## config.mk

```make
export PLATFORM = sky130hd
export DESIGN_NAME = lgis_top
export DESIGN_NICKNAME = d
export VERILOG_FILES = /design/src/hw/lgis_gate.v /design/src/hw/lgis_top.v
export VERILOG_INCLUDE_DIRS = /design/src /design/src/inc
export SDC_FILE = /design/constraint.sdc
export NUM_CORES = 1
export LEC_CHECK = 0
export BUFFER_PORTS_ARGS = -buffer_cell sky130_fd_sc_hd__buf_2
export CORE_AREA = 3 3 80 82
export CTS_BUF_LIST = sky130_fd_sc_hd__clkbuf_8
export DETAILED_ROUTE_END_ITERATION = 7
export DIE_AREA = 0 0 83 85
export HOLD_SLACK_MARGIN = 0.06
export PLACE_DENSITY = 0.79
export SETUP_SLACK_MARGIN = 0.15
export SLEW_MARGIN = 20
export SYNTH_ARGS = -nofsm -noshare
export SYNTH_HDL_FRONTEND = slang
export SYNTH_SLANG_ARGS = --single-unit
```

## constraint.sdc

```tcl
create_clock -name clk -period 3.3 [get_ports clk]
set_input_delay 0.66 -clock clk [delete_from_list [all_inputs] [get_ports clk]]
set_output_delay 0.66 -clock clk [all_outputs]
set_load 0.005 [all_outputs]
```

## src/inc/lgis_regs.vh

```
`ifndef LGIS_REGS_VH
`define LGIS_REGS_VH

// Register byte offsets on the APB window
`define LGIS_GATE1_SEL_OFS 12'h000
`define LGIS_GATE2_SEL_OFS 12'h004
`define LGIS_GATE3_SEL_OFS 12'h008
`define LGIS_SOURCE_OFS 12'h00C
`define LGIS_INVERT_OFS 12'h010
`define LGIS_STATUS_OFS 12'h014

// Widths
`define LGIS_ADDR_W 12
`define LGIS_SEL_W 8
`define LGIS_SRC_W 16
`define LGIS_FIELD_W 3
`define LGIS_NUM_DATA 4
`define LGIS_NUM_GATE 3

// Source register: one 3-bit field per data selection, 4 bits apart
`define LGIS_SRC_FIELD_STRIDE 4
// Source window of data selection k starts at input 4*k
`define LGIS_SRC_BASE_STEP 4

// Status register fields
`define LGIS_STAT_DATA_LSB 0
`define LGIS_STAT_GATE_LSB 4

// Values after reset of the bus answer and the gate outputs
`define LGIS_PRDATA_RST 32'h00000000
`define LGIS_GATE_RST 3'h0

`endif

```

## src/hw/lgis_gate.v

```verilog
`default_nettype none
// One gate: OR of the enabled true and inverted data selections.
module lgis_gate (
  input wire [7:0] enables,
  input wire [3:0] dataTrue,
  input wire invert,
  output wire gateOut
);
  wire [3:0] dataInv;
  wire [7:0] routed;
  wire orOut;

  // Inverted copy kept apart from the true one so both may be used
  assign dataInv = ~dataTrue;

  // Odd bit of each pair carries the true form, even bit the inverted
  genvar k;
  generate
    for (k = 0; k < 4; k = k + 1) begin : gPair
      assign routed[2*k+1] = enables[2*k+1] & dataTrue[k];
      assign routed[2*k] = enables[2*k] & dataInv[k];
    end
  endgenerate

  // Nothing routed leaves the OR low, so the gate shows its invert bit
  assign orOut = |routed;
  assign gateOut = orOut ^ invert;
endmodule // lgis_gate
`default_nettype wire

```

## src/hw/lgis_top.v

```verilog
`include "lgis_regs.vh"
`default_nettype none
// Gate input selection stage with its APB register slave.
module lgis_top (
  // Clock and synchronous active-low reset
  input wire clk,
  input wire rst_b,
  // APB register slave
  input wire psel,
  input wire penable,
  input wire pwrite,
  input wire [11:0] paddr,
  input wire [31:0] pwdata,
  input wire [3:0] pstrb,
  output reg [31:0] prdata,
  output reg pready,
  output reg pslverr,
  // Cell input sources and registered gate outputs
  input wire [15:0] cellIn,
  output reg gateOneOut,
  output reg gateTwoOut,
  output reg gateThreeOut
);

  // Selection and configuration storage. These carry no reset on
  // purpose: they power up unknown and must ride through any reset.
  reg [7:0] gate1Sel_q;
  reg [7:0] gate2Sel_q;
  reg [7:0] gate3Sel_q;
  reg [15:0] source_q;
  reg [2:0] gateInvert_q;

  // Bus response state
  reg [31:0] rdata_d;
  reg addrHit;
  wire setupPhase;
  wire accessDone;
  wire writeEn;
  wire laneLow;
  wire laneHigh;

  // Write strobes, one per stored word or byte; each storage process
  // then reads a single strobe (the source process one per byte) and stays trivially small
  wire wrGate1;
  wire wrGate2;
  wire wrGate3;
  wire wrSrcLow;
  wire wrSrcHigh;
  wire wrInvert;

  // Datapath nets
  wire [3:0] dataSel;
  wire [2:0] gateNext;
  wire [23:0] gateEnables;
  wire [19:0] cellInTwice;

  // A request is decoded in its setup cycle and answered one cycle
  // later, so every transfer sees exactly one access cycle.
  assign setupPhase = psel & ~penable;
  assign accessDone = psel & penable & pready;
  assign writeEn = accessDone & pwrite & ~pslverr;
  assign laneLow = pstrb[0];
  assign laneHigh = pstrb[1];

  // Address decode and read mux; unmapped words read zero.
  // The full byte address is matched, so a misaligned word is refused
  // with an error rather than aliased onto its neighbour.
  always @* begin
    rdata_d = `LGIS_PRDATA_RST;
    addrHit = 1'b1;
    case (paddr)
      `LGIS_GATE1_SEL_OFS: begin
        rdata_d[7:0] = gate1Sel_q;
      end
      `LGIS_GATE2_SEL_OFS: begin
        rdata_d[7:0] = gate2Sel_q;
      end
      `LGIS_GATE3_SEL_OFS: begin
        rdata_d[7:0] = gate3Sel_q;
      end
      `LGIS_SOURCE_OFS: begin
        rdata_d[15:0] = source_q;
      end
      `LGIS_INVERT_OFS: begin
        rdata_d[2:0] = gateInvert_q;
      end
      `LGIS_STATUS_OFS: begin
        // Live data selections and the registered gate outputs
        rdata_d[`LGIS_STAT_DATA_LSB+3:`LGIS_STAT_DATA_LSB] = dataSel;
        rdata_d[`LGIS_STAT_GATE_LSB+2:`LGIS_STAT_GATE_LSB] =
          {gateThreeOut, gateTwoOut, gateOneOut};
      end
      default: begin
        addrHit = 1'b0;
      end
    endcase
  end

  // Bus answer: ready and error are raised for the access cycle only.
  // Read data is caught in the setup cycle, so a read returns the word
  // as it stood one cycle before the completing edge.
  always @(posedge clk) begin
    if (!rst_b) begin
      pready <= 1'b0;
      pslverr <= 1'b0;
      prdata <= `LGIS_PRDATA_RST;
    end else if (setupPhase) begin
      pready <= 1'b1;
      pslverr <= ~addrHit;
      prdata <= pwrite ? `LGIS_PRDATA_RST : rdata_d;
    end else begin
      pready <= 1'b0;
      pslverr <= 1'b0;
    end
  end

  // Write strobes: a write lands only on the completing edge of its
  // access cycle and only in the byte lanes it enables. A refused
  // transfer, or a write to the read-only status word, matches no
  // strobe and is dropped.
  assign wrGate1 = writeEn & laneLow & (paddr == `LGIS_GATE1_SEL_OFS);
  assign wrGate2 = writeEn & laneLow & (paddr == `LGIS_GATE2_SEL_OFS);
  assign wrGate3 = writeEn & laneLow & (paddr == `LGIS_GATE3_SEL_OFS);
  assign wrSrcLow = writeEn & laneLow & (paddr == `LGIS_SOURCE_OFS);
  assign wrSrcHigh = writeEn & laneHigh & (paddr == `LGIS_SOURCE_OFS);
  assign wrInvert = writeEn & laneLow & (paddr == `LGIS_INVERT_OFS);

  // Gate 1 selection. No reset branch: the bits power up unknown and
  // a warm reset must leave what software wrote in place. Each word
  // has its own process so none picks up a reset branch by accident.
  always @(posedge clk) begin
    if (wrGate1) begin
      gate1Sel_q <= pwdata[7:0];
    end
  end

  // Gate 2 selection, same layout as gate 1
  always @(posedge clk) begin
    if (wrGate2) begin
      gate2Sel_q <= pwdata[7:0];
    end
  end

  // Gate 3 selection, same layout as gate 1
  always @(posedge clk) begin
    if (wrGate3) begin
      gate3Sel_q <= pwdata[7:0];
    end
  end

  // Source fields. Bits 3, 7, 11 and 15 are stored as zero so that a
  // read never returns a stray pad bit.
  always @(posedge clk) begin
    if (wrSrcLow) begin
      source_q[7:0] <= {1'b0, pwdata[6:4], 1'b0, pwdata[2:0]};
    end
    if (wrSrcHigh) begin
      source_q[15:8] <= {1'b0, pwdata[14:12], 1'b0, pwdata[10:8]};
    end
  end

  // Per-gate invert bits, also kept through a warm reset
  always @(posedge clk) begin
    if (wrInvert) begin
      gateInvert_q <= pwdata[2:0];
    end
  end

  // Inputs 0 to 3 repeated above input 15 let the data 4 window wrap
  // without a modulo in each multiplexer.
  assign cellInTwice = {cellIn[3:0], cellIn};

  // Input multiplexers: data k picks one of inputs 4k .. 4k+7, mod 16.
  // Field of data k sits at bits 4k+2 .. 4k of the source register.
  genvar d;
  generate
    for (d = 0; d < `LGIS_NUM_DATA; d = d + 1) begin : gMux
      // Window base of this selection; at most 12, so five bits hold
      // the sum with a three-bit field and nothing is cut
      localparam [4:0] WIN_BASE = d * `LGIS_SRC_BASE_STEP;
      wire [2:0] field;
      wire [4:0] index;
      assign field = source_q[d*`LGIS_SRC_FIELD_STRIDE +: `LGIS_FIELD_W];
      assign index = WIN_BASE + {2'b00, field};
      assign dataSel[d] = cellInTwice[index];
    end
  endgenerate

  // Per-gate selection registers laid side by side for the gate loop
  assign gateEnables = {gate3Sel_q, gate2Sel_q, gate1Sel_q};

  // Three identical gates, each with its own enables and invert bit.
  // Gate 4 and the cell's logic function sit outside this stage.
  genvar g;
  generate
    for (g = 0; g < `LGIS_NUM_GATE; g = g + 1) begin : gGate
      lgis_gate uGate (
        .enables(gateEnables[g*8 +: 8]),
        .dataTrue(dataSel),
        .invert(gateInvert_q[g]),
        .gateOut(gateNext[g])
      );
    end
  endgenerate

  // Gate outputs are registered so downstream logic sees clean edges;
  // this costs one cycle of latency from an input change. Reset only
  // clears these outputs; the selections behind them are kept, so the
  // gates resume their old function at the first edge after release.
  always @(posedge clk) begin
    if (!rst_b) begin
      gateOneOut <= 1'b0;
      gateTwoOut <= 1'b0;
      gateThreeOut <= 1'b0;
    end else begin
      gateOneOut <= gateNext[0];
      gateTwoOut <= gateNext[1];
      gateThreeOut <= gateNext[2];
    end
  end

endmodule // lgis_top
`default_nettype wire

```

==> Word-level counts from Yosys, hierarchy flattened <==
Index checks and enable logic that the tools add are counted.
{ "totals": {"register_bits": 76, "wordCells": 89, "in_bits": 69} }
{ "classes": {"eq_ne": 5, "muxes": 15, "n_bitwise": 44, "n_reduce_logical": 6, "addsub": 3, "magnitude_cmp": 4} }
{ "ops": {"columns": ["cell", "n"], "rows": [
  ["$and A1 B1 Y1", 37],
  ["$eq A12 B4 Y1 const B", 2],
  ["$eq A12 B5 Y1 const B", 2],
  ["$reduce_or A8 Y1", 3],
  ["$pmux W4 S5", 1],
  ["$pmux W3 S6", 1],
  ["$mux W16", 1],
  ["$bmux W1 S5", 3],
  ["$eq A12 B3 Y1 const B", 1],
  ["$logic_not A12 Y1", 1],
  ["$lt A5 B6 Y1 const B", 2],
  ["$add A4 B3 Y5 const A", 2],
  ["$mux W7", 1],
  ["$lt A3 B6 Y1 const B", 1],
  ["$lt A4 B6 Y1 const B", 1],
  ["$mux W1", 6],
  ["$reduce_or A6 Y1", 1],
  ["$add A3 B3 Y4 const A", 1],
  ["$not A4 Y4", 1],
  ["$bmux W1 S3", 1],
  ["$not A1 Y1", 3],
  ["$pmux W1 S3", 1],
  ["$xor A1 B1 Y1", 3],
  ["$reduce_and A2 Y1", 1]
]} }

==> Depth between registers and ports, before layout <==
Gate-level depths: netlist of run 1.
{ "logic_depth": {"depth_word": 7, "mapped_depth": 7, "mapped_depth_nobuf": 5} }

==> Hierarchy <==
From an unflattened synthesis of run 1, not the netlist that was laid out.
{ "unflattened": {"cells_unflattened": 223, "area_unflattened_um2": 2935.3} }
{ "by_module_without_submodules": {"columns": ["mod", "instances", "area_per_inst_um2", "seq_area_each_um2", "cells_each"], "rows": [
  ["lgis_top", 1, 2770.2, 1551.5, 205],
  ["lgis_gate", 3, 55.1, 0.0, 6]
]} }

==> Worst setup path before layout of run 1 <==
No wires, ideal clock.
{ "synth_path": {"path_type": "input port to flip-flop", "startpoint": "input port paddr[10]", "endpoint": "register gate1Sel_q[0] (enable)", "setup_ps": 385, "slack_ps": 515, "path_stages": 4, "t_arrival_ps": 2399, "cell_sequence": "or4_4 > nor4_4 > nand3_1 > nor3b_1"} }
{ "synth_via": {"elab_chain_cells": 2} }
{ "synth_rtl": {"columns": ["item", "line_no", "text"], "rows": [
  ["start, declared", "lgis_top.v:12", "input wire [11:0] paddr,"],
  ["$logic_not A12 Y1", null, null],
  ["$and A1 B1 Y1", "lgis_top.v:121", "assign wrGate1 = writeEn & laneLow & (paddr == `LGIS_GATE1_SEL_OFS);"],
  ["via wrGate1", "lgis_top.v:44", "wire wrGate1;"],
  ["end signal, assigned", "lgis_top.v:133", "gate1Sel_q <= pwdata[7:0];"],
  ["end, declared", "lgis_top.v:27", "reg [7:0] gate1Sel_q;"]
]} }
The timed path passes the listed nets, and every way through them passes these cells.
A chain may end at the register's enable or synchronous reset.

==> Worst setup path in the final report of run 1 <==
{ "layout_path": {"startpoint": "input port paddr[10]", "endpoint": "register gate3Sel_q[6] (enable)"} }
{ "layout_via": {"elab_chain_cells": 2} }
{ "layout_rtl": {"columns": ["item", "line_no", "text"], "rows": [
  ["$eq A12 B4 Y1", null, null],
  ["$and A1 B1 Y1", "lgis_top.v:123", "assign wrGate3 = writeEn & laneLow & (paddr == `LGIS_GATE3_SEL_OFS);"],
  ["via wrGate3", "lgis_top.v:46", "wire wrGate3;"],
  ["end signal, assigned", "lgis_top.v:147", "gate3Sel_q <= pwdata[7:0];"],
  ["end, declared", "lgis_top.v:29", "reg [7:0] gate3Sel_q;"]
]} }
The timed path passes the listed nets, and every way through them passes these cells.

==> out/results.ini, run 1 <==
[route]
drt_iter0_drc=138
ant_nets=0
wire_per_inst_um=17.3
first_pass_iters=4
vias=2090
via_per_inst=5.50
wl_um=6570
route.detailed.drc=0

[timing]
fin_skew_ns=0.00659
period_share_pct=76.6
maxSlewViolCount=0
setup_tns_ns=0
finalSetupViolCount=0
min_period_ns=2.53
setup_slack_ns=0.771
fmaxAchievable_ghz=0.395
finalHoldViolations=0
maxSlewHeadroom_pct=63.6
rsz0062_at_grt=no
tightest_slew_ns=0.542

[clock_network]
cts_buffers=9
post_cts_buffers=0
cts_tree=built
ctsHoldBuffers=0
cts_resized=0
clkLatencyLatePin_ns=0.33
clock-sinks=58
cts_root_buf=clkbuf_8
clk_path_buf_depth=2
clkSlewWorstSetupHoldPaths_ns=0.06
htreeDepth=3

[critical_path]
r2r-start=source_q[0]
crit_required_ns=3.30
rrSetupSlack_ns=1.36
cp-endpoint=gate3Sel_q[6]
critPathBufInv=1
start_kind=input pin
crit_chain=buf_2, or4_4, nor4_4, nand3_1, and4bb_2
worst-path-stages=5
crit_path_max_incr_delay_ns=0.55
cp_slowest_cell=and4bb_2
end_kind=register
startpoint=paddr[10]
path_max_fanout=10
crit_type=in -> reg
path_delay_family=simple AND/OR/NAND/NOR gates
r2r_cells=5
arrival_ns=2.53
r2r_end=gateOneOut

[floorplanning]
start_util_pct=48.7
dieArea_um2=7060
dieWidth_um=83
die_y_um=85
num_rows=28
core_um2=5820
pin_count=106

[synth]
synth-xor-area-share_pct=0
synthAdderAreaFrac_pct=0
synth_top_family_by_area=multiplexers
ys_seq_elements=58
avgSynthCellArea_um2=12.3
synthSimpleGateAreaFrac_pct=13.3
yosysSeqAreaShare_pct=54.7
netlist_area_um2=2830
ys_warn_count=0
syn_inst=231
synth-compound-area-share_pct=6.98
synth_cell_types=38
synth.area.mux_share_pct=18.1

[min_path]
worstHoldPathCells=2
hp-class=reg -> reg
worstHoldStart=prdata[1]

[cells_and_area]
fin_util_pct=58.1
final_cell_mix=buf_2, mux2i_1, edfxtp_1
final_common_cell=buf_2
area_delta_synth_final_pct=19.2
drive_gt1_share_pct=31.5
diodes=0
nets=369

[global_routing]
grtUsageTotal_pct=19.4
grt_antenna_before_repair=0
grt-busiest-layer=met2
grt_start_max_net_pins=18
grtUsageMet1_pct=23.8
overflow=0
grt.met3_usage_pct=6.02
grt_pass1_wl_um=10500
gr-usage-met2_pct=31.6
grt_pass1_vias=2071

[placed_design]
dp_hpwl_um=5140
pre_cts_ws_ns=0.445
io_buffers=67
gp_congestion=0.923

[pwr]
p_leak_nw=1.41
ir_drop_mv=0.326
power_density_nw_per_um2=462

[job]
cap_violations=0

[outcome]
outcome=finished clean

[area by class of cell]
class	instances	area, µm²
Fill cell	490	2440
Sequential cell	58	1550
Multi-Input combinational cell	159	1160
Timing Repair Buffer	71	365
Clock buffer	9	124
Tap cell	75	93.8
Clock inverter	7	85.1
Inverter	1	3.75
[worst min path at each step]
| stage | slack (ns) | to |
|---|---|---|
| after global routing | 0.47 | prdata[1] |
| final | 0.45 | prdata[1] |
| after floorplan | 0.44 | prdata[0] |
| after global placement | 0.44 | prdata[1] |
| after CTS | 0.45 | prdata[2] |
| after detailed placement | 0.44 | prdata[2] |
[synth_stat cells]
library cell  instances  area share, %
nor3_1                1           0.18
o21ai_1               3           0.53
a2bb2oi_1             3           0.93
mux2i_1              39             14
o21ai_0               5           0.88
nor2b_1               3           0.66
o2111ai_1             3           0.93
dfxtp_1              19             13
and3_1                2           0.44
nor3_2                1           0.35
mux2_2                3            1.2
conb_1                1           0.13
clkbuf_1              7           0.93
or4_4                 1           0.40
buf_4                18            4.8
nand3_1               6            1.1
a22o_1                1           0.31
mux4_2                4            3.2
nand4_1              10            2.2
a21boi_0              1           0.26
nand2b_1              4           0.88
a211oi_1              1           0.26
nor3b_1               1           0.26
buf_2                 5           0.88
a22oi_1               6            1.6
inv_1                 1           0.13
nand2_1              15            2.0
a221o_1               1           0.35
nor4_1                1           0.22
and4bb_2              1           0.44
and4b_1               1           0.35
and4_1                1           0.31
a221oi_1              3           0.93
edfxtp_1             39             41
nand4b_1              1           0.31
and2_1                1           0.22
nor4_4                1           0.75
nor2_1               17            2.3
[stage by stage]
| step | hold slack, ns | instance area, µm² | std cells | total power [W] |
|---|---|---|---|---|
| global route | 0.465 | 3380 | 380 | 0.00163 |
| finish | 0.445 | 3380 | 380 | 0.00156 |
| floorplan | 0.444 | 2900 | 248 | 0.000861 |
| global placement | 0.436 | 3170 | 364 | 0.000894 |
| detailed placement | 0.442 | 3170 | 364 | 0.000896 |
| CTS | 0.450 | 3380 | 380 | 0.00158 |
[registers in the layout, indices dropped and copies added (netlist names)]
signal and cells:
gateThreeOut 1, source_q 12, prdata 14, gateInvert_q 3, pslverr 1, gate1Sel_q 8, gateTwoOut 1, pready 1
gate2Sel_q 8, gate3Sel_q 8, gateOneOut 1
[worst min-delay path: cells and delay by family, from the launching register on]
kind | cells | cell delay, ns
flops | 1 | 0.30
simple gates | 1 | 0.05
compound gates | 1 | 0.05
[per-layer routing]
metal	vias up	wire (µm)
met2	110	3150
met3	10	543
met4	0	108
met5	-	0
met1	985	2770
li1	985	-
[where the power goes]
group | total, W | switching (W) | internal (W) | leakage, nW
combinational | 0.000105 | 0.0000591 | 0.0000455 | 0.800
sequential | 0.000777 | 0.00000128 | 0.000776 | 0.504
clock | 0.000680 | 0.000264 | 0.000417 | 0.108
[cells by family (layout without fill, tap and decap cells)]
kind of cell,Yosys count,count (layout)
mux,46,46
simple gates,68,68
compound gates,27,27
other cells,1,18
buf+inv,31,88
flops,58,58
No activity file was read; power rests on OpenSTA's default activity.
==> inputs of run 2 (changes only) <==
==> constraint.sdc (replaced) <==
create_clock -name clk -period 2.5 [get_ports clk]
set_input_delay 0.5 -clock clk [delete_from_list [all_inputs] [get_ports clk]]
set_output_delay 0.5 -clock clk [all_outputs]
set_load 0.005 [all_outputs]
==> run 2 against run 1 <==
Effect of this change: critical path depth did not move; combinational power rose by 31%; clock skew about the same; critical path type unchanged; final area decreased by 0.37%; hold slack worse by 0.11 ns; routed wire length rose by 0.41%; sequential power increased by 33%.
==> out/results.ini, run 2 (synthesis gave the netlist of run 1 again) <==
[critical_path]
crit_path_max_incr_delay_ns=0.53
critPathBufInv=1
end_kind=register
crit_type=in -> reg
arrival_ns=2.06
crit_required_ns=2.51
start_kind=input pin
path_max_fanout=8
cp_slowest_cell=or4_4
path_delay_family=simple AND/OR/NAND/NOR gates
crit_chain=buf_2, or4_4, nor4_4, nand3_1, and4bb_2

[global_routing]
grt_pass1_wl_um=10500
overflow=0
grt_antenna_before_repair=0
grt_pass1_vias=2099
grtUsageTotal_pct=19.5
grt_start_max_net_pins=18

[cells_and_area]
multi_input_area_um2=1160
diodes=0
fin_cells=383
final_cell_mix=buf_2, mux2i_1, edfxtp_1
area_delta_synth_final_pct=18.8
final_common_cell=buf_2
regMostFlops=prdata
reg.largest.list=prdata x14, source_q x12
regArea_um2=1550
drive_gt1_share_pct=32.8
largest_reg_flops=14
fin_area_um2=3370
fin_util_pct=57.9
fillers=480
nets=372

[placed_design]
dp_hpwl_um=5220
place_area_um2=3200
io_buffers=67
gp_congestion=0.951
dp_cells=367

[route]
wire_per_inst_um=17.2
vias=2088
first_pass_iters=4
ant_nets=0
drt_iter0_drc=200
via_per_inst=5.45
wl_um=6600
route.detailed.drc=0

[timing]
maxSlewViolCount=0
rsz0062_at_grt=no
min_period_ns=2.04
hold_slack_ns=0.336
period_share_pct=81.7
fmaxAchievable_ghz=0.490
setup_tns_ns=0
finalSetupViolCount=0
finalHoldViolations=0
fin_skew_ns=0.00635

[clock_network]
clock-sinks=58
cts_root_buf=clkbuf_8
cts_resized=0
htreeDepth=3
cts_buffers=9
clkSlewWorstSetupHoldPaths_ns=0.06
cts_tree=built
post_cts_buffers=0
clk_path_buf_depth=2
clkLatencyLatePin_ns=0.34
ctsHoldBuffers=0

[floorplanning]
core_um2=5820
start_util_pct=48.7
dieWidth_um=83
num_rows=28
pin_count=106
dieArea_um2=7060
die_y_um=85

[pwr]
power_density_nw_per_um2=561
ir_drop_mv=0.451
p_leak_nw=1.40

[outcome]
outcome=finished clean

[min_path]
hp-class=in -> reg

[job]
cap_violations=0

[run 2: cell types whose count changed in the layout (fill, tap and decap cells not counted)]
| cell | before | now |
|---|---|---|
| clkinvlp_4 | 1 | 3 |
| bufinv_16 | 2 | 0 |
| buf_4 | 4 | 7 |
| nor3b_1 | 1 | 0 |
| nor3b_2 | 0 | 1 |
| inv_1 | 2 | 1 |
| inv_6 | 0 | 1 |
[run 2: metrics by stage]
stage	power (W)	setup slack [ns]
CTS	0.00191	0.454
finish	0.00189	0.458
global placement	0.00118	0.142
detailed placement	0.00118	0.0943
global route	0.00197	0.385
floorplan	0.00114	0.144
[run 2: report_power, final]
| group | leakage [nW] | internal [W] | switching [W] | total, W |
|---|---|---|---|---|
| Clock | 0.0791 | 0.000354 | 0.000372 | 0.000726 |
| Combinational | 0.815 | 0.0000609 | 0.0000775 | 0.000138 |
| Sequential | 0.504 | 0.00102 | 0.00000172 | 0.00103 |
[run 2: final timing paths]
kind         slack, ns        start             to  cells after the start
min               0.34   pwdata[12]   source_q[12]                      1
min reg2reg       0.46    prdata[2]      prdata[2]                      2
max reg2reg       0.61  source_q[4]     gateOneOut                      5
max               0.46    paddr[10]  gate3Sel_q[2]                      5
[run 2: cell type report]
class                   count  area share [%]
clock buffers               9            3.68
well taps                  75            2.79
flip-flops and latches     58            46.1
inverters                   1           0.111
repair buffers             74            11.5
multi-input cells         159            34.5
clock inverters             7            1.34
[run 2: worst register-to-register path, stage by stage (launching register included)]
cell and delay [ns]:
edfxtp_1 0.50, mux2i_1 0.16, mux4_2 0.56, mux2i_1 0.26, nand4_1 0.14, mux2i_1 0.14
[run 2: routing by layer]
| layer | GRT usage, % | vias up | routed length, µm |
|---|---|---|---|
| li1 | - | 984 | - |
| met1 | 23.7 | 1004 | 2740 |
| met2 | 32.0 | 86 | 3190 |
| met3 | 6.60 | 14 | 536 |
| met4 | 8.02 | 0 | 140 |
| met5 | 0 | - | 0 |
